[src/design/fcsr_defines.svh]
`ifndef FCSR_DEFINES_SVH
`define FCSR_DEFINES_SVH
// register indices; byte address is four times the index
`define FCSR_IDX_STATUS 16'h303C
`define FCSR_IDX_OSC 16'h303E
`define FCSR_IDX_CTRL 16'h3040
`define FCSR_IDX_TRIM 16'h3041
`define FCSR_IDX_IST 16'h3042
`define FCSR_IDX_IMSK 16'h3043
`define FCSR_AW 18
`define FCSR_ADDR(i) ({(i), 2'b00})
// status fields
`define FCSR_ST_LOL 7
`define FCSR_ST_LOCK 6
`define FCSR_ST_REF 4
`define FCSR_ST_MODE 3:2
// oscillator control field
`define FCSR_OSC_EN 7
// control fields
`define FCSR_C_LOOP 0
`define FCSR_C_REF 1
`define FCSR_C_MODE 3:2
`define FCSR_C_DIV 6:4
`define FCSR_C_LOCK_LOST_IRQ_ENABLE 7
// event bits
`define FCSR_EV_ACQ 0
`define FCSR_EV_MODE 1
`define FCSR_EV_W 2
// reset values
`define FCSR_RST_CTRL 8'h03
`define FCSR_RST_TRIM 8'h80
`define FCSR_RST_OSC 1'h0
// bus answers
`define FCSR_RESP_OK 2'h0
`define FCSR_RESP_ERR 2'h2
// lock acquire time
`define FCSR_CLK_MHZ 200
`define FCSR_ACQ_NS 1000
`define FCSR_ACQ_CYC ((`FCSR_ACQ_NS * `FCSR_CLK_MHZ + 999) / 1000)
`define FCSR_CNT_W 12
`endif

[src/design/fcsr_pkg.sv]
package fcsr_pkg;
  typedef enum logic [1:0] {
    LK_UNLOCKED,
    LK_ACQUIRE,
    LK_LOCKED
  } fcsr_lock_t;
  typedef enum logic [1:0] {
    MODE_LOOP,
    MODE_BYP_INT,
    MODE_BYP_EXT,
    MODE_RSVD
  } fcsr_mode_t;
endpackage

[src/design/fcsr_top.sv]
// Summary of operation
// - The sticky lock-lost flag in status bit 7 sets only when detection is on and an acquired lock drifts out of tolerance.
// - The lock-lost flag clears on reset or when software writes one to it while it is set.
// - Writing zero to the lock-lost flag leaves it unchanged.
// - With the lock-lost flag set, an interrupt is requested only if its enable is set.
// - Status bit 6 shows the present lock state, one while locked.
// - Lock detection is off whenever the loop is disabled.
// - While locked, a change of reference select, divider, or trim in internal-reference modes clears lock until reacquired.
// - Stop entry clears lock, which stays cleared until lock is reacquired.
// - Status bit 4 shows the active reference, zero external and one internal.
// - The reference status follows a select write only after synchronisation, not in the write cycle.
// - Status bits 3-2 show the clock mode: loop, bypassed internal, bypassed external, 11 reserved.
// - The clock-mode status follows a select write only after synchronisation.
// - Reserved status bits, bit 5 among them, are read-only zero.
// - Oscillator control bit 7 enables the oscillator module when one and disables it when zero.
// - The lock-lost interrupt enable in control bit 7 requests on loss of lock when set, none when clear.
`timescale 1ns/1ps
`include "fcsr_defines.svh"
module fcsr_top (
  // clock, reset, enable
  input wire logic CORE_CLK,
  input wire logic RST_N,
  input wire logic CE,
  // axi4-lite write
  input wire logic [`FCSR_AW-1:0] S_AXI_AWADDR,
  input wire logic S_AXI_AWVALID,
  output logic S_AXI_AWREADY,
  input wire logic [31:0] S_AXI_WDATA,
  input wire logic [3:0] S_AXI_WSTRB,
  input wire logic S_AXI_WVALID,
  output logic S_AXI_WREADY,
  output logic [1:0] S_AXI_BRESP,
  output logic S_AXI_BVALID,
  input wire logic S_AXI_BREADY,
  // axi4-lite read
  input wire logic [`FCSR_AW-1:0] S_AXI_ARADDR,
  input wire logic S_AXI_ARVALID,
  output logic S_AXI_ARREADY,
  output logic [31:0] S_AXI_RDATA,
  output logic [1:0] S_AXI_RRESP,
  output logic S_AXI_RVALID,
  input wire logic S_AXI_RREADY,
  // loop and stop pins
  input wire logic LOOP_LOCKED,
  input wire logic STOP_ENTRY,
  // outputs to the clock unit
  output logic LOOP_EN,
  output logic REF_SEL,
  output logic [1:0] CLK_MODE,
  output logic [2:0] REF_DIV,
  output logic [7:0] TRIM,
  output logic OSC_EN,
  output logic IRQ
);
  // ---------------- pin synchronisers
  logic [1:0] pin_in;
  logic [1:0] s1_r;
  logic [1:0] s2_r;
  logic [1:0] s3_r;
  logic [1:0] filt_r;
  logic [1:0] filt_nxt;
  assign pin_in = {STOP_ENTRY, LOOP_LOCKED};
  genvar gi;
  generate
    for (gi = 0; gi < 2; gi++) begin : g_sync
      always_comb begin
        filt_nxt[gi] = filt_r[gi];
        if (s2_r[gi] == s3_r[gi]) begin
          filt_nxt[gi] = s3_r[gi];
        end
      end
      always_ff @(posedge CORE_CLK) begin
        if (!RST_N) begin
          s1_r[gi] <= 1'b0;
          s2_r[gi] <= 1'b0;
          s3_r[gi] <= 1'b0;
          filt_r[gi] <= 1'b0;
        end else if (CE) begin
          s1_r[gi] <= pin_in[gi];
          s2_r[gi] <= s1_r[gi];
          s3_r[gi] <= s2_r[gi];
          filt_r[gi] <= filt_nxt[gi];
        end
      end
    end
  endgenerate

  // ---------------- axi slave handshake
  logic awrdy_r, awrdy_nxt, wrdy_r, wrdy_nxt;
  logic aw_hold_r, aw_hold_nxt, w_hold_r, w_hold_nxt;
  logic bvalid_r, bvalid_nxt, arrdy_r, arrdy_nxt;
  logic rvalid_r, rvalid_nxt;
  logic [1:0] bresp_r, bresp_nxt, rresp_r, rresp_nxt;
  logic [31:0] rdata_r, rdata_nxt;
  logic [`FCSR_AW-1:0] awaddr_r, awaddr_nxt;
  logic [7:0] wdata_r, wdata_nxt;
  logic wlane_r, wlane_nxt;
  logic wr_go, rd_go;
  logic [7:0] rd_val;
  logic rd_hit, wr_hit;

  // ce low freezes a standing ready pulse too: keep ce high while bus is busy
  // one write and one read in flight; address and data taken in any order
  assign wr_go = aw_hold_r && w_hold_r && !bvalid_r;
  assign rd_go = S_AXI_ARVALID && arrdy_r;

  always_comb begin
    awrdy_nxt = 1'b0;
    wrdy_nxt = 1'b0;
    arrdy_nxt = 1'b0;
    aw_hold_nxt = aw_hold_r;
    w_hold_nxt = w_hold_r;
    awaddr_nxt = awaddr_r;
    wdata_nxt = wdata_r;
    wlane_nxt = wlane_r;
    bvalid_nxt = bvalid_r;
    bresp_nxt = bresp_r;
    rvalid_nxt = rvalid_r;
    rresp_nxt = rresp_r;
    rdata_nxt = rdata_r;
    if (S_AXI_AWVALID && awrdy_r) begin
      aw_hold_nxt = 1'b1;
      awaddr_nxt = S_AXI_AWADDR;
    end else if (S_AXI_AWVALID && !aw_hold_r) begin
      awrdy_nxt = 1'b1;
    end
    if (S_AXI_WVALID && wrdy_r) begin
      w_hold_nxt = 1'b1;
      wdata_nxt = S_AXI_WDATA[7:0];
      wlane_nxt = S_AXI_WSTRB[0];
    end else if (S_AXI_WVALID && !w_hold_r) begin
      wrdy_nxt = 1'b1;
    end
    if (wr_go) begin
      aw_hold_nxt = 1'b0;
      w_hold_nxt = 1'b0;
      bvalid_nxt = 1'b1;
      bresp_nxt = wr_hit ? `FCSR_RESP_OK : `FCSR_RESP_ERR;
    end else if (bvalid_r && S_AXI_BREADY) begin
      bvalid_nxt = 1'b0;
    end
    if (rd_go) begin
      rvalid_nxt = 1'b1;
      rdata_nxt = {24'h000000, rd_val};
      rresp_nxt = rd_hit ? `FCSR_RESP_OK : `FCSR_RESP_ERR;
    end else if (rvalid_r && S_AXI_RREADY) begin
      rvalid_nxt = 1'b0;
    end
    if (S_AXI_ARVALID && !arrdy_r && !rvalid_r) begin
      arrdy_nxt = 1'b1;
    end
  end

  always_ff @(posedge CORE_CLK) begin
    if (!RST_N) begin
      awrdy_r <= 1'b0;
      wrdy_r <= 1'b0;
      arrdy_r <= 1'b0;
      aw_hold_r <= 1'b0;
      w_hold_r <= 1'b0;
      awaddr_r <= '0;
      wdata_r <= 8'h00;
      wlane_r <= 1'b0;
      bvalid_r <= 1'b0;
      bresp_r <= `FCSR_RESP_OK;
      rvalid_r <= 1'b0;
      rresp_r <= `FCSR_RESP_OK;
      rdata_r <= 32'h00000000;
    end else if (CE) begin
      awrdy_r <= awrdy_nxt;
      wrdy_r <= wrdy_nxt;
      arrdy_r <= arrdy_nxt;
      aw_hold_r <= aw_hold_nxt;
      w_hold_r <= w_hold_nxt;
      awaddr_r <= awaddr_nxt;
      wdata_r <= wdata_nxt;
      wlane_r <= wlane_nxt;
      bvalid_r <= bvalid_nxt;
      bresp_r <= bresp_nxt;
      rvalid_r <= rvalid_nxt;
      rresp_r <= rresp_nxt;
      rdata_r <= rdata_nxt;
    end
  end

  // ---------------- register file
  logic [7:0] ctrl_r, ctrl_nxt, trim_r, trim_nxt;
  logic osc_r, osc_nxt, lol_r, lol_nxt, irq_r, irq_nxt;
  logic ref_p_r, ref_p_nxt, ref_st_r, ref_st_nxt;
  logic [1:0] mode_p_r, mode_p_nxt, mode_st_r, mode_st_nxt;
  logic [`FCSR_EV_W-1:0] ist_r, ist_nxt, imsk_r, imsk_nxt;
  logic wr_st, wr_osc, wr_ctrl, wr_trim, wr_msk, rd_ist;
  logic lol_evt, acq_evt, disturb, int_mode;
  logic [7:0] ctrl_w;
  logic [`FCSR_AW-1:0] ra;
  fcsr_pkg::fcsr_lock_t lk_st_r, lk_st_nxt;

  assign ra = S_AXI_ARADDR;
  assign wr_st = wr_go && wlane_r &&
                 awaddr_r == `FCSR_ADDR(`FCSR_IDX_STATUS);
  assign wr_osc = wr_go && wlane_r &&
                  awaddr_r == `FCSR_ADDR(`FCSR_IDX_OSC);
  assign wr_ctrl = wr_go && wlane_r &&
                   awaddr_r == `FCSR_ADDR(`FCSR_IDX_CTRL);
  assign wr_trim = wr_go && wlane_r &&
                   awaddr_r == `FCSR_ADDR(`FCSR_IDX_TRIM);
  assign wr_msk = wr_go && wlane_r &&
                  awaddr_r == `FCSR_ADDR(`FCSR_IDX_IMSK);
  assign rd_ist = rd_go && ra == `FCSR_ADDR(`FCSR_IDX_IST);
  assign wr_hit = awaddr_r == `FCSR_ADDR(`FCSR_IDX_STATUS) ||
                  awaddr_r == `FCSR_ADDR(`FCSR_IDX_OSC) ||
                  awaddr_r == `FCSR_ADDR(`FCSR_IDX_CTRL) ||
                  awaddr_r == `FCSR_ADDR(`FCSR_IDX_TRIM) ||
                  awaddr_r == `FCSR_ADDR(`FCSR_IDX_IST) ||
                  awaddr_r == `FCSR_ADDR(`FCSR_IDX_IMSK);
  assign int_mode = ctrl_r[`FCSR_C_REF] &&
                    ctrl_r[`FCSR_C_MODE] != fcsr_pkg::MODE_BYP_EXT;

  // reserved mode code is refused, the old select stays
  always_comb begin
    ctrl_w = wdata_r;
    if (wdata_r[`FCSR_C_MODE] == fcsr_pkg::MODE_RSVD) begin
      ctrl_w[`FCSR_C_MODE] = ctrl_r[`FCSR_C_MODE];
    end
  end

  assign disturb = (wr_ctrl &&
      (ctrl_w[`FCSR_C_REF] != ctrl_r[`FCSR_C_REF] ||
       ctrl_w[`FCSR_C_DIV] != ctrl_r[`FCSR_C_DIV])) ||
      (wr_trim && int_mode && wdata_r != trim_r);

  always_comb begin
    rd_hit = 1'b1;
    rd_val = 8'h00;
    case (ra)
      `FCSR_ADDR(`FCSR_IDX_STATUS): begin
        rd_val[`FCSR_ST_LOL] = lol_r;
        rd_val[`FCSR_ST_LOCK] = lk_st_r == fcsr_pkg::LK_LOCKED;
        rd_val[`FCSR_ST_REF] = ref_st_r;
        rd_val[`FCSR_ST_MODE] = mode_st_r;
      end
      `FCSR_ADDR(`FCSR_IDX_OSC): rd_val[`FCSR_OSC_EN] = osc_r;
      `FCSR_ADDR(`FCSR_IDX_CTRL): rd_val = ctrl_r;
      `FCSR_ADDR(`FCSR_IDX_TRIM): rd_val = trim_r;
      `FCSR_ADDR(`FCSR_IDX_IST): rd_val[`FCSR_EV_W-1:0] = ist_r;
      `FCSR_ADDR(`FCSR_IDX_IMSK): rd_val[`FCSR_EV_W-1:0] = imsk_r;
      default: rd_hit = 1'b0;
    endcase
  end

  always_comb begin
    ctrl_nxt = ctrl_r;
    trim_nxt = trim_r;
    osc_nxt = osc_r;
    imsk_nxt = imsk_r;
    ist_nxt = ist_r;
    lol_nxt = lol_r;
    if (wr_ctrl) ctrl_nxt = ctrl_w;
    if (wr_trim) trim_nxt = wdata_r;
    if (wr_osc) osc_nxt = wdata_r[`FCSR_OSC_EN];
    if (wr_msk) imsk_nxt = wdata_r[`FCSR_EV_W-1:0];
    // a write of zero is ignored; a new loss in the same cycle wins
    if (wr_st && wdata_r[`FCSR_ST_LOL]) begin
      lol_nxt = 1'b0;
    end
    if (lol_evt) begin
      lol_nxt = 1'b1;
    end
    if (rd_ist) ist_nxt = '0;
    if (acq_evt) begin
      ist_nxt[`FCSR_EV_ACQ] = 1'b1;
    end
    if (mode_p_r != mode_st_r) begin
      ist_nxt[`FCSR_EV_MODE] = 1'b1;
    end
    // two stages stand for the crossing into the clock unit's domain
    ref_p_nxt = ctrl_r[`FCSR_C_REF];
    ref_st_nxt = ref_p_r;
    mode_p_nxt = ctrl_r[`FCSR_C_MODE];
    mode_st_nxt = mode_p_r;
    irq_nxt = (lol_nxt && ctrl_nxt[`FCSR_C_LOCK_LOST_IRQ_ENABLE]) ||
              |(ist_nxt & imsk_nxt);
  end

  always_ff @(posedge CORE_CLK) begin
    if (!RST_N) begin
      ctrl_r <= `FCSR_RST_CTRL;
      trim_r <= `FCSR_RST_TRIM;
      osc_r <= `FCSR_RST_OSC;
      imsk_r <= '0;
      ist_r <= '0;
      lol_r <= 1'b0;
      ref_p_r <= 1'(`FCSR_RST_CTRL >> `FCSR_C_REF);
      ref_st_r <= 1'(`FCSR_RST_CTRL >> `FCSR_C_REF);
      mode_p_r <= fcsr_pkg::MODE_LOOP;
      mode_st_r <= fcsr_pkg::MODE_LOOP;
      irq_r <= 1'b0;
    end else if (CE) begin
      ctrl_r <= ctrl_nxt;
      trim_r <= trim_nxt;
      osc_r <= osc_nxt;
      imsk_r <= imsk_nxt;
      ist_r <= ist_nxt;
      lol_r <= lol_nxt;
      ref_p_r <= ref_p_nxt;
      ref_st_r <= ref_st_nxt;
      mode_p_r <= mode_p_nxt;
      mode_st_r <= mode_st_nxt;
      irq_r <= irq_nxt;
    end
  end

  // ---------------- lock tracking
  logic [`FCSR_CNT_W-1:0] cnt_r, cnt_nxt;
  logic stop_q_r, stop_q_nxt, stop_evt;

  assign stop_evt = filt_r[1] && !stop_q_r;

  // lock is trusted only after the loop reports it for the acquire time
  always_comb begin
    lk_st_nxt = lk_st_r;
    cnt_nxt = cnt_r;
    lol_evt = 1'b0;
    acq_evt = 1'b0;
    stop_q_nxt = filt_r[1];
    case (lk_st_r)
      fcsr_pkg::LK_UNLOCKED: begin
        cnt_nxt = '0;
        if (filt_r[0]) begin
          lk_st_nxt = fcsr_pkg::LK_ACQUIRE;
        end
      end
      fcsr_pkg::LK_ACQUIRE: begin
        cnt_nxt = cnt_r + 1'b1;
        if (!filt_r[0]) begin
          lk_st_nxt = fcsr_pkg::LK_UNLOCKED;
        end else if (cnt_r == `FCSR_CNT_W'(`FCSR_ACQ_CYC - 1)) begin
          lk_st_nxt = fcsr_pkg::LK_LOCKED;
          acq_evt = 1'b1;
        end
      end
      fcsr_pkg::LK_LOCKED: begin
        if (!filt_r[0]) begin
          lk_st_nxt = fcsr_pkg::LK_UNLOCKED;
          lol_evt = 1'b1;
        end
      end
      default: begin
        lk_st_nxt = fcsr_pkg::LK_UNLOCKED;
      end
    endcase
    if ((disturb || stop_evt) && lk_st_r != fcsr_pkg::LK_UNLOCKED) begin
      lk_st_nxt = fcsr_pkg::LK_ACQUIRE;
      cnt_nxt = '0;
      acq_evt = 1'b0;
      lol_evt = 1'b0;
    end
    if (!ctrl_r[`FCSR_C_LOOP]) begin
      lk_st_nxt = fcsr_pkg::LK_UNLOCKED;
      cnt_nxt = '0;
      lol_evt = 1'b0;
      acq_evt = 1'b0;
    end
  end

  always_ff @(posedge CORE_CLK) begin
    if (!RST_N) begin
      lk_st_r <= fcsr_pkg::LK_UNLOCKED;
      cnt_r <= '0;
      stop_q_r <= 1'b0;
    end else if (CE) begin
      lk_st_r <= lk_st_nxt;
      cnt_r <= cnt_nxt;
      stop_q_r <= stop_q_nxt;
    end
  end

  // ---------------- outputs
  assign S_AXI_AWREADY = awrdy_r;
  assign S_AXI_WREADY = wrdy_r;
  assign S_AXI_BVALID = bvalid_r;
  assign S_AXI_BRESP = bresp_r;
  assign S_AXI_ARREADY = arrdy_r;
  assign S_AXI_RVALID = rvalid_r;
  assign S_AXI_RRESP = rresp_r;
  assign S_AXI_RDATA = rdata_r;
  assign LOOP_EN = ctrl_r[`FCSR_C_LOOP];
  assign REF_SEL = ctrl_r[`FCSR_C_REF];
  assign CLK_MODE = ctrl_r[`FCSR_C_MODE];
  assign REF_DIV = ctrl_r[`FCSR_C_DIV];
  assign TRIM = trim_r;
  assign OSC_EN = osc_r;
  assign IRQ = irq_r;
endmodule

[config.mk]
export PLATFORM = sky130hd
export DESIGN_NAME = fcsr_top
export DESIGN_NICKNAME = d
export VERILOG_FILES = /design/src/design/fcsr_pkg.sv /design/src/design/fcsr_top.sv
export VERILOG_INCLUDE_DIRS = /design/src /design/src/design
export SDC_FILE = /design/constraint.sdc
export NUM_CORES = 1
export LEC_CHECK = 0
export BUFFER_PORTS_ARGS = -buffer_cell sky130_fd_sc_hd__buf_4
export CELL_PAD_IN_SITES_DETAIL_PLACEMENT = 2
export CELL_PAD_IN_SITES_GLOBAL_PLACEMENT = 2
export CORE_AREA = 2 2 128 130
export DETAILED_ROUTE_END_ITERATION = 6
export DIE_AREA = 0 0 130 132
export PLACE_DENSITY_LB_ADDON = 0.1
export SLEW_MARGIN = 0
export SYNTH_ARGS = -nofsm -noshare
export SYNTH_HDL_FRONTEND = slang
export SYNTH_SLANG_ARGS = --single-unit
[constraint.sdc]
create_clock -name CORE_CLK -period 2.85 [get_ports CORE_CLK]
set_input_delay 0.57 -clock CORE_CLK [delete_from_list [all_inputs] [get_ports CORE_CLK]]
set_output_delay 0.57 -clock CORE_CLK [all_outputs]
set_load 0.02 [all_outputs]
Word-level counts from Yosys, hierarchy flattened
Index checks and enable logic that the tools add are counted.
W data, S select, Z words.
{"block": "classes", "add_sub_neg": 1, "multipliers": 0, "div": 0, "n_lt_le_gt_ge": 0, "eq_ne": 27, "shifts": 0, "n_mux": 48, "bitwise_logic": 2, "reduce_logical": 65}
{"op": "$eq A18 B16 Y1 const B", "n": 12}
{"op": "$reduce_and A2 Y1", "n": 14}
{"op": "$mux W1", "n": 27}
{"op": "$logic_and A1 B1 Y1", "n": 26}
{"op": "$mux W12", "n": 2}
{"op": "$pmux W12 S2", "n": 1}
{"op": "$mux W2", "n": 11}
{"op": "$add A12 B1 Y12 const B", "n": 1}
{"op": "$eq A12 B8 Y1 const B", "n": 1}
{"op": "$reduce_bool A2 Y1", "n": 5}
{"op": "$logic_or A1 B1 Y1", "n": 9}
{"op": "$pmux W3 S3", "n": 1}
{"op": "$mux W8", "n": 1}
{"op": "$ne A8 B8 Y1", "n": 1}
{"op": "$pmux W2 S4", "n": 1}
{"op": "$logic_not A1 Y1", "n": 6}
{"op": "$pmux W2 S3", "n": 1}
{"op": "$reduce_or A6 Y1", "n": 1}
{"op": "$ne A5 B5 Y1 const B", "n": 1}
{"op": "$eq A2 B2 Y1 const B", "n": 2}
{"op": "$ne A4 B1 Y1 const B", "n": 1}
{"op": "$ne A4 B3 Y1 const B", "n": 1}
{"op": "$ne A4 B4 Y1 const B", "n": 1}
{"op": "$pmux W1 S4", "n": 1}
{"op": "other kinds (14)", "n": 15}
{"block": "word_totals", "ff_bits": 98, "latch_bits": 0, "ramBits": 0, "mem_bits_ro": 0, "in_bits": 82, "output_inout_bits": 58, "n_memories": 0}

Depth between registers and ports, before layout
Gate-level depths: netlist of run 1.
{"block": "depth", "depth_word": 15, "mapped_depth": 8}

Worst setup path before layout of run 1
OpenSTA, ideal clock, no wires.
{"block": "synth_timing", "kind": "input to register", "from": "input port S_AXI_ARADDR[9]", "to": "register irq_r (netlist: IRQ)", "setup_time_ns": 0.115, "arrival_time_ns": 2.310, "required_ns": 2.735, "path_slack_ns": 0.426, "path_stages": 7, "path_buffers": 0, "path_cell_list": "or4_1 -> nor4_1 -> nand3_1 -> o21ai_0 -> a21oi_1 -> o32a_1 -> o21a_1"}
{"block": "synth_via", "elab_chain_len": 7, "word_cells_on_any_way": 8, "cone_classes": "eq/ne: 1; mux: 3; bitwise: 1; reduce/logical: 3"}
{"element": "from (decl)", "line": "fcsr_top.sv:36", "source": "input wire logic [`FCSR_AW-1:0] S_AXI_ARADDR,"}
{"element": "$eq A18 B16 Y1 (*)"}
{"element": "$logic_and A1 B1 Y1 (no source line) (*)"}
{"element": "$mux W2 (*)", "line": "fcsr_top.sv:269", "source": "if (rd_ist) ist_nxt = '0;"}
{"element": "$mux W1 (on tied branches)", "line": "fcsr_top.sv:270, fcsr_top.sv:273"}
{"element": "$and A2 B2 Y2 (*)", "line": "fcsr_top.sv:282", "source": "|(ist_nxt & imsk_nxt);"}
{"element": "$reduce_or A2 Y1 (*)", "line": "fcsr_top.sv:282"}
{"element": "$logic_or A1 B1 Y1 (*)", "line": "fcsr_top.sv:281", "source": "irq_nxt = (lol_nxt && ctrl_nxt[`FCSR_C_LOCK_LOST_IRQ_ENABLE]) ||"}
{"element": "to (signal assigned)", "line": "fcsr_top.sv:309", "source": "irq_r <= irq_nxt;"}
{"element": "to (decl)", "line": "fcsr_top.sv:188", "source": "logic osc_r, osc_nxt, lol_r, lol_nxt, irq_r, irq_nxt;"}
Mark *: on every way between the ends. The rest lies on a longest branch, timed or not.
A chain may end at the register's enable or synchronous reset.

Final worst setup path of run 1
{"block": "layout_timing", "from": "register awaddr_r[5]", "to": "register cnt_r[11]"}
{"block": "layout_via", "elab_chain_len": 9, "word_cells_on_any_way": 14, "cone_classes": "eq/ne: 3; mux: 2; reduce/logical: 9"}
{"element": "from (decl)", "line": "fcsr_top.sv:95", "source": "logic [`FCSR_AW-1:0] awaddr_r, awaddr_nxt;"}
{"element": "from (signal assigned)", "line": "fcsr_top.sv:175", "source": "awaddr_r <= awaddr_nxt;"}
{"element": "$eq A18 B16 Y1 (no source line)"}
{"element": "$logic_and A1 B1 Y1 (no source line)"}
{"element": "$logic_and A1 B1 Y1 (2 in a row)", "line": "fcsr_top.sv:230", "source": "(wr_trim && int_mode && wdata_r != trim_r);"}
{"element": "$logic_or A1 B1 Y1 (*)", "line": "fcsr_top.sv:227", "source": "assign disturb = (wr_ctrl &&"}
{"element": "$logic_or A1 B1 Y1 (*)", "line": "fcsr_top.sv:352", "source": "if ((disturb || stop_evt) && lk_st_r != fcsr_pkg::LK_UNLOCKED) begin"}
{"element": "$logic_and A1 B1 Y1 (*)", "line": "fcsr_top.sv:352"}
{"element": "$ne A4 B1 Y1 (no source line) or $mux W12 (tied branches)"}
{"element": "$reduce_and A2 Y1 (no source line) or $mux W12 (tied branches)"}
{"element": "to (signal assigned)", "line": "fcsr_top.sv:373", "source": "cnt_r <= cnt_nxt;"}
{"element": "to (decl)", "line": "fcsr_top.sv:314", "source": "logic [`FCSR_CNT_W-1:0] cnt_r, cnt_nxt;"}
Marked as above.

==> results of run 1 <==
-- power breakdown --
part           internal (mW)  leakage, nW  total [mW]  switching (mW)
logic                 0.0997         1.44       0.238           0.138
registers               1.36        0.777        1.38          0.0191
clock network          0.932        0.179        1.47           0.535
-- final timing paths --
check                from           end  slack, ps  cells after the start
max           awaddr_r[5]     cnt_r[11]        120                      7
min           LOOP_LOCKED       s1_r[0]        450                      3
max reg2reg   awaddr_r[5]     cnt_r[11]        120                      7
min reg2reg  awaddr_r[16]  awaddr_r[16]        460                      2
-- cells in the mapped netlist (all sizes together) (8+ instances only) --
| master | n | area share |
|---|---|---|
| a21oi | 47 | 0.052 |
| buf | 35 | 0.056 |
| clkbuf | 20 | 0.017 |
| dfxtp | 96 | 0.42 |
| inv | 8 | 0.0066 |
| mux2i | 29 | 0.064 |
| nand2 | 87 | 0.072 |
| nand3 | 9 | 0.010 |
| nor2 | 63 | 0.052 |
| nor3 | 15 | 0.017 |
| nor4 | 12 | 0.018 |
| o21ai | 13 | 0.014 |
| xnor2 | 9 | 0.017 |
| xor2 | 16 | 0.031 |
-- routing by layer --
metal  global-route usage  vias up  share of wire
li1                     -     1969              -
met1                0.213     1965           0.46
met2                0.299       63           0.50
met3               0.0268       12          0.026
met4               0.0573        0          0.014
met5                    0        -              0
-- worst max-delay path, stage by stage, from the launching register on --
cell and delay, ps:
sky130_fd_sc_hd__dfxtp_1 320, sky130_fd_sc_hd__or4b_1 550, sky130_fd_sc_hd__or3_4 390, sky130_fd_sc_hd__o41ai_4 430
sky130_fd_sc_hd__nor3_1 200, sky130_fd_sc_hd__or4b_1 530, sky130_fd_sc_hd__xor2_1 150, sky130_fd_sc_hd__nor2_1 50
-- logic make-up (layout without fill, tap and decap cells) --
family                   after synthesis  in the layout  share of synthesized area
AO/OA/AOI/OAI                         82             82                      0.110
AND/OR/NAND/NOR                      235            235                      0.248
other                                  1             26                   0.000829
buffers and inverters                 63            126                     0.0788
flip-flops                            96             96                      0.425
multiplexers                          36             36                     0.0865
XOR/XNOR                              25             25                     0.0484
adder cells (fa/ha/maj)                1              1                    0.00276
-- flip-flops by register name (all words and copies together), names as in the netlist, 2 cells and up --
signal / flops
cnt_r: 12
ctrl_r: 8
s3_r: 2
wdata_r: 8
TRIM: 8
ist_r: 2
mode_p_r: 2
mode_st_r: 2
s1_r: 2
s2_r: 2
S_AXI_RDATA: 8
lk_st_r: 2
awaddr_r: 18
imsk_r: 2
-- cell type report --
cell class / count / area, um2
Multi-Input combinational cell: 405 / 2360
Clock buffer: 12 / 267
Inverter: 8 / 30.0
Sequential cell: 96 / 1920
Fill cell: 1785 / 9970
Timing Repair Buffer: 102 / 791
Tap cell: 216 / 270
Clock inverter: 4 / 98.8
-- stage by stage --
step                instances  hold WS (ps)
floorplan                 564           432
global placement          827           443
detailed placement        827           454
CTS                       843           441
global route              843           460
finish                    843           452
-- repair_timing --
action / 4_1_cts / 5_1_grt
gates resized for setup: 0 / 2
endpoints found under the setup margin: 0 / 6
endpoints found under the hold margin: 0 / 0
==> results.py, run 1 <==
metrics = {
    "placed_design": {
        "numPortBuffers": 86,
        "hpwl_um": 10300,
        "globalplace.congestion": 0.801,
        "preCtsSetupSlack_ps": 34.8,
        "placedInstanceArea_mm2": 0.00535,
    },
    "setup_path": {
        "critical_path_data_arrival_time_ps": 2960,
        "critPathLaunchType": "flip-flop",
        "criticalPathCategory": "flip-flop to flip-flop",
        "setup.worst_path.end_class": "flip-flop",
        "worst-endpoint-required_ps": 3080,
        "worst-path-max-fanout": 6,
    },
    "cells_and_area": {
        "final_cell_area_mm2": 0.00574,
        "final_cell_mix": "sky130_fd_sc_hd__buf_4 (100), sky130_fd_sc_hd__dfxtp_1 (96), sky130_fd_sc_hd__nand2_1 (87), sky130_fd_sc_hd__nor2_1 (63), sky130_fd_sc_hd__a21oi_1 (47)",
        "layout_commonest_cell": "sky130_fd_sc_hd__buf_4",
        "final_util": 0.366,
        "syn2layout_area_growth_pct": 26.9,
        "antenna_cells_inserted": 0,
        "finish.net_count": 705,
        "layout-drive-gt1-share": 0.211,
    },
    "synth": {
        "gate_count_post_synth": 539,
        "synth-async-reset-ratio": 0,
        "synth-edff-count": 0,
        "synth_seq_area_share": 0.425,
        "synth.avg_cell_area_um2": 8.40,
        "yosys_warnings": 0,
        "synth.ff_latch_count": 96,
        "synthesis.area_mm2": 0.00453,
        "synth_cell_types": 53,
        "synth-main-ff-cell": "sky130_fd_sc_hd__dfxtp_1",
    },
    "run": {
        "drv_cap": 0,
    },
    "power": {
        "power.density_cell_area_mw_per_mm2": 537,
        "vdd_drop_max_mv": 0.269,
        "static_power_due_to_leakage_nw": 2.39,
        "power_total_mw": 3.09,
    },
    "sta": {
        "setup_repair_after_global_routing_missed_its_margin": "false",
        "tns_ps": 0,
        "ratio_of_final_minimum_period_to_clock_period": 0.957,
        "fmax_mhz": 367,
        "timing_worst_slew_pin_value_ps": 697,
        "maxSlewViolCount": 0,
        "timing.slew.headroom": 0.535,
        "timing.final.hold_violations": 0,
        "timing.clock.skew_ps": 6.38,
        "fin_crit_ps": 2730,
        "post-route-worst-setup-slack_ps": 122,
        "report.final.setup_viol": 0,
    },
    "die": {
        "die_w_um": 130,
        "coreArea_mm2": 0.0157,
        "floorplan.die_area_mm2": 0.0172,
        "chipHeight_um": 132,
        "start_util": 0.288,
        "pin_count": 140,
        "row_count": 46,
    },
    "detailed_routing": {
        "final_antenna_net_count": 0,
        "route.detailed.wl_per_inst_um": 16.7,
        "viasPerCell": 4.76,
        "firstDrtPassIters": 4,
        "drt_iter0_drc": 99,
        "wire_length_after_detailed_routing_um": 14100,
        "dr_total_vias": 4009,
        "drcViolationCount": 0,
    },
    "clock_tree": {
        "holdBufCountCts": 0,
        "insertion_delay_ps": 350,
        "worst_setup_hold_path_clk_slew_ps": 70,
        "cts-buffers-inserted": 9,
        "clock-sinks": 96,
        "cts_root_buf": "sky130_fd_sc_hd__clkbuf_16",
        "cts_tree": "built",
        "clockBufferDepth": 2,
        "postCtsSetupBuffers": 0,
        "number_of_h_tree_branching_levels": 3,
    },
    "worst_hold_path": {
        "min-delay-path-class": "input port to flip-flop",
    },
    "run_status": {
        "outcome": "finished, final reports clean",
    },
    "global_routing": {
        "grt_pass1_wl_um": 23000,
        "globalRouteTotalUtil": 0.171,
        "grt_max_degree": 73,
        "grt_antenna_before_repair": 0,
        "grt_overflow_total": 0,
        "first_global_vias": 4393,
    },
}
(Power assumes the default switching activity.)
==> inputs of run 2 (changes only) <==
- BUFFER_PORTS_ARGS: -buffer_cell sky130_fd_sc_hd__buf_4 -> default
- CORE_AREA: 2 2 128 130 -> 2 2 116 118
- DIE_AREA: 0 0 130 132 -> 0 0 118 120
- DONT_BUFFER_PORTS: default -> 1
==> results.py, run 2 (synthesis gave the netlist of run 1 again) <==
metrics = {
    "die": {
        "coreArea_mm2": 0.0130,
        "start_util": 0.349,
        "floorplan.die_area_mm2": 0.0142,
        "chipHeight_um": 120,
        "die_w_um": 118,
        "row_count": 42,
        "pin_count": 140,
    },
    "clock_tree": {
        "clock-sinks": 96,
        "cts.repair.resized": 0,
        "insertion_delay_ps": 360,
        "cts_tree": "built",
        "number_of_h_tree_branching_levels": 3,
        "postCtsSetupBuffers": 0,
        "worst_setup_hold_path_clk_slew_ps": 70,
        "cts_root_buf": "sky130_fd_sc_hd__clkbuf_16",
        "holdBufCountCts": 0,
        "clockBufferDepth": 2,
        "cts-buffers-inserted": 9,
    },
    "power": {
        "power.net_switching_uw": 663,
        "vdd_drop_max_mv": 0.272,
        "power.density_cell_area_mw_per_mm2": 540,
        "share_comb_of_total_power": 0.050,
        "power_total_mw": 2.66,
        "static_power_due_to_leakage_nw": 1.90,
        "internal_power_mw": 2.00,
        "net_switching_fraction_of_the_power": 0.249,
        "pwr-share-seq": 0.522,
        "clockPowerShare": 0.429,
    },
    "cells_and_area": {
        "finish.net_count": 617,
        "syn2layout_area_growth_pct": 8.90,
        "antenna_cells_inserted": 0,
        "top_register": "awaddr_r",
        "final_util": 0.380,
        "layoutNonFillerInstCount": 715,
        "largest_registers": "awaddr_r (18), cnt_r (12)",
        "nFillCells": 1497,
        "final_cell_area_mm2": 0.00493,
        "layout-drive-gt1-share": 0.0835,
        "final_cell_mix": "sky130_fd_sc_hd__dfxtp_1 (96), sky130_fd_sc_hd__nand2_1 (87), sky130_fd_sc_hd__nor2_1 (63), sky130_fd_sc_hd__a21oi_1 (47), sky130_fd_sc_hd__mux2i_1 (29)",
        "layout_commonest_cell": "sky130_fd_sc_hd__dfxtp_1",
        "number_of_flip_flops_in_the_largest_register": 18,
    },
    "setup_path": {
        "cp_top_family": "simple AND/OR/NAND/NOR gates",
        "critPathLaunchType": "flip-flop",
        "timing.critical_path.slowest_stage_cell": "sky130_fd_sc_hd__or4b_1",
        "worst-r2r-setup-slack_ps": 130,
        "critical_path_data_arrival_time_ps": 2950,
        "slowest_delay_ps": 550,
        "cpMostUsedCell": "sky130_fd_sc_hd__or4b_1",
        "criticalPathCategory": "flip-flop to flip-flop",
        "setup.worst_path.end_class": "flip-flop",
        "path_buf_inv": 1,
        "crit_path_cell_trace": "or4b_1 -> or3_4 -> a2111oi_4 -> nor3_1 -> buf_4 -> or4b_1 -> xor2_1 -> nor2_1",
        "worst-path-max-fanout": 12,
        "worst-endpoint-required_ps": 3080,
    },
    "sta": {
        "post-route-worst-setup-slack_ps": 131,
        "worst_hold_slack_ps": 278,
        "timing.final.hold_violations": 0,
        "fmax_mhz": 368,
        "maxSlewViolCount": 0,
        "setup_repair_after_global_routing_missed_its_margin": "false",
        "timing.clock.skew_ps": 7.45,
        "report.final.setup_viol": 0,
        "timing_worst_slew_pin_value_ps": 735,
        "ratio_of_final_minimum_period_to_clock_period": 0.954,
        "tns_ps": 0,
        "timing.slew.headroom": 0.509,
        "fin_crit_ps": 2720,
    },
    "placed_design": {
        "numPortBuffers": 0,
        "placed_cells_incl_taps": 699,
        "preCtsSetupSlack_ps": 119,
        "hpwl_um": 9610,
        "globalplace.congestion": 0.769,
        "placedInstanceArea_mm2": 0.00462,
    },
    "worst_hold_path": {
        "min-delay-path-class": "input port to flip-flop",
    },
    "detailed_routing": {
        "route.detailed.wl_per_inst_um": 18.3,
        "viasPerCell": 5.19,
        "final_antenna_net_count": 0,
        "drt_iter0_drc": 134,
        "firstDrtPassIters": 4,
        "wire_length_after_detailed_routing_um": 13100,
        "drcViolationCount": 0,
        "dr_total_vias": 3714,
    },
    "global_routing": {
        "grt_overflow_total": 0,
        "globalRouteTotalUtil": 0.195,
        "grt_max_degree": 44,
        "grt_antenna_before_repair": 0,
        "first_global_vias": 4038,
        "grt_pass1_wl_um": 21500,
    },
    "run": {
        "drv_cap": 0,
    },
    "run_status": {
        "outcome": "finished, final reports clean",
    },
}
==> run 2: power by group through the flow <==
stage | clock [mW] | combinational (mW) | sequential, mW
6_report | 1.14 | 0.132 | 1.39
5_1_grt | 1.25 | 0.149 | 1.39
4_1_cts | 1.18 | 0.133 | 1.39
3_5_place_dp | 0 | 0.133 | 1.42
3_3_place_gp | 0 | 0.128 | 1.42
2_1_floorplan | 0 | 0.148 | 1.41
==> run 2: final timing paths <==
path | startpoint | endpoint | depth (start not counted)
worst max-delay path | awaddr_r[5] | cnt_r[11] | 8
worst min-delay path | RST_N | ref_st_r | 1
worst max register to register | awaddr_r[5] | cnt_r[11] | 8
worst min register to register | awaddr_r[10] | awaddr_r[10] | 2
==> run 2: per-layer routing <==
metal,GRT usage,routed length (um)
met5,0,0
met4,0.0700,200
met3,0.0461,586
met2,0.342,6650
met1,0.232,5660
==> run 2: final cells by class <==
type / instances / area (um2) / share of cell area
multi-input combinational: 405 / 2380 / 0.482
sequential: 96 / 1920 / 0.390
clock buffer: 10 / 229 / 0.0465
tap: 176 / 220 / 0.0447
timing repair buffer: 14 / 105 / 0.0213
clock inverter: 6 / 45.0 / 0.00914
inverter: 8 / 30.0 / 0.00609
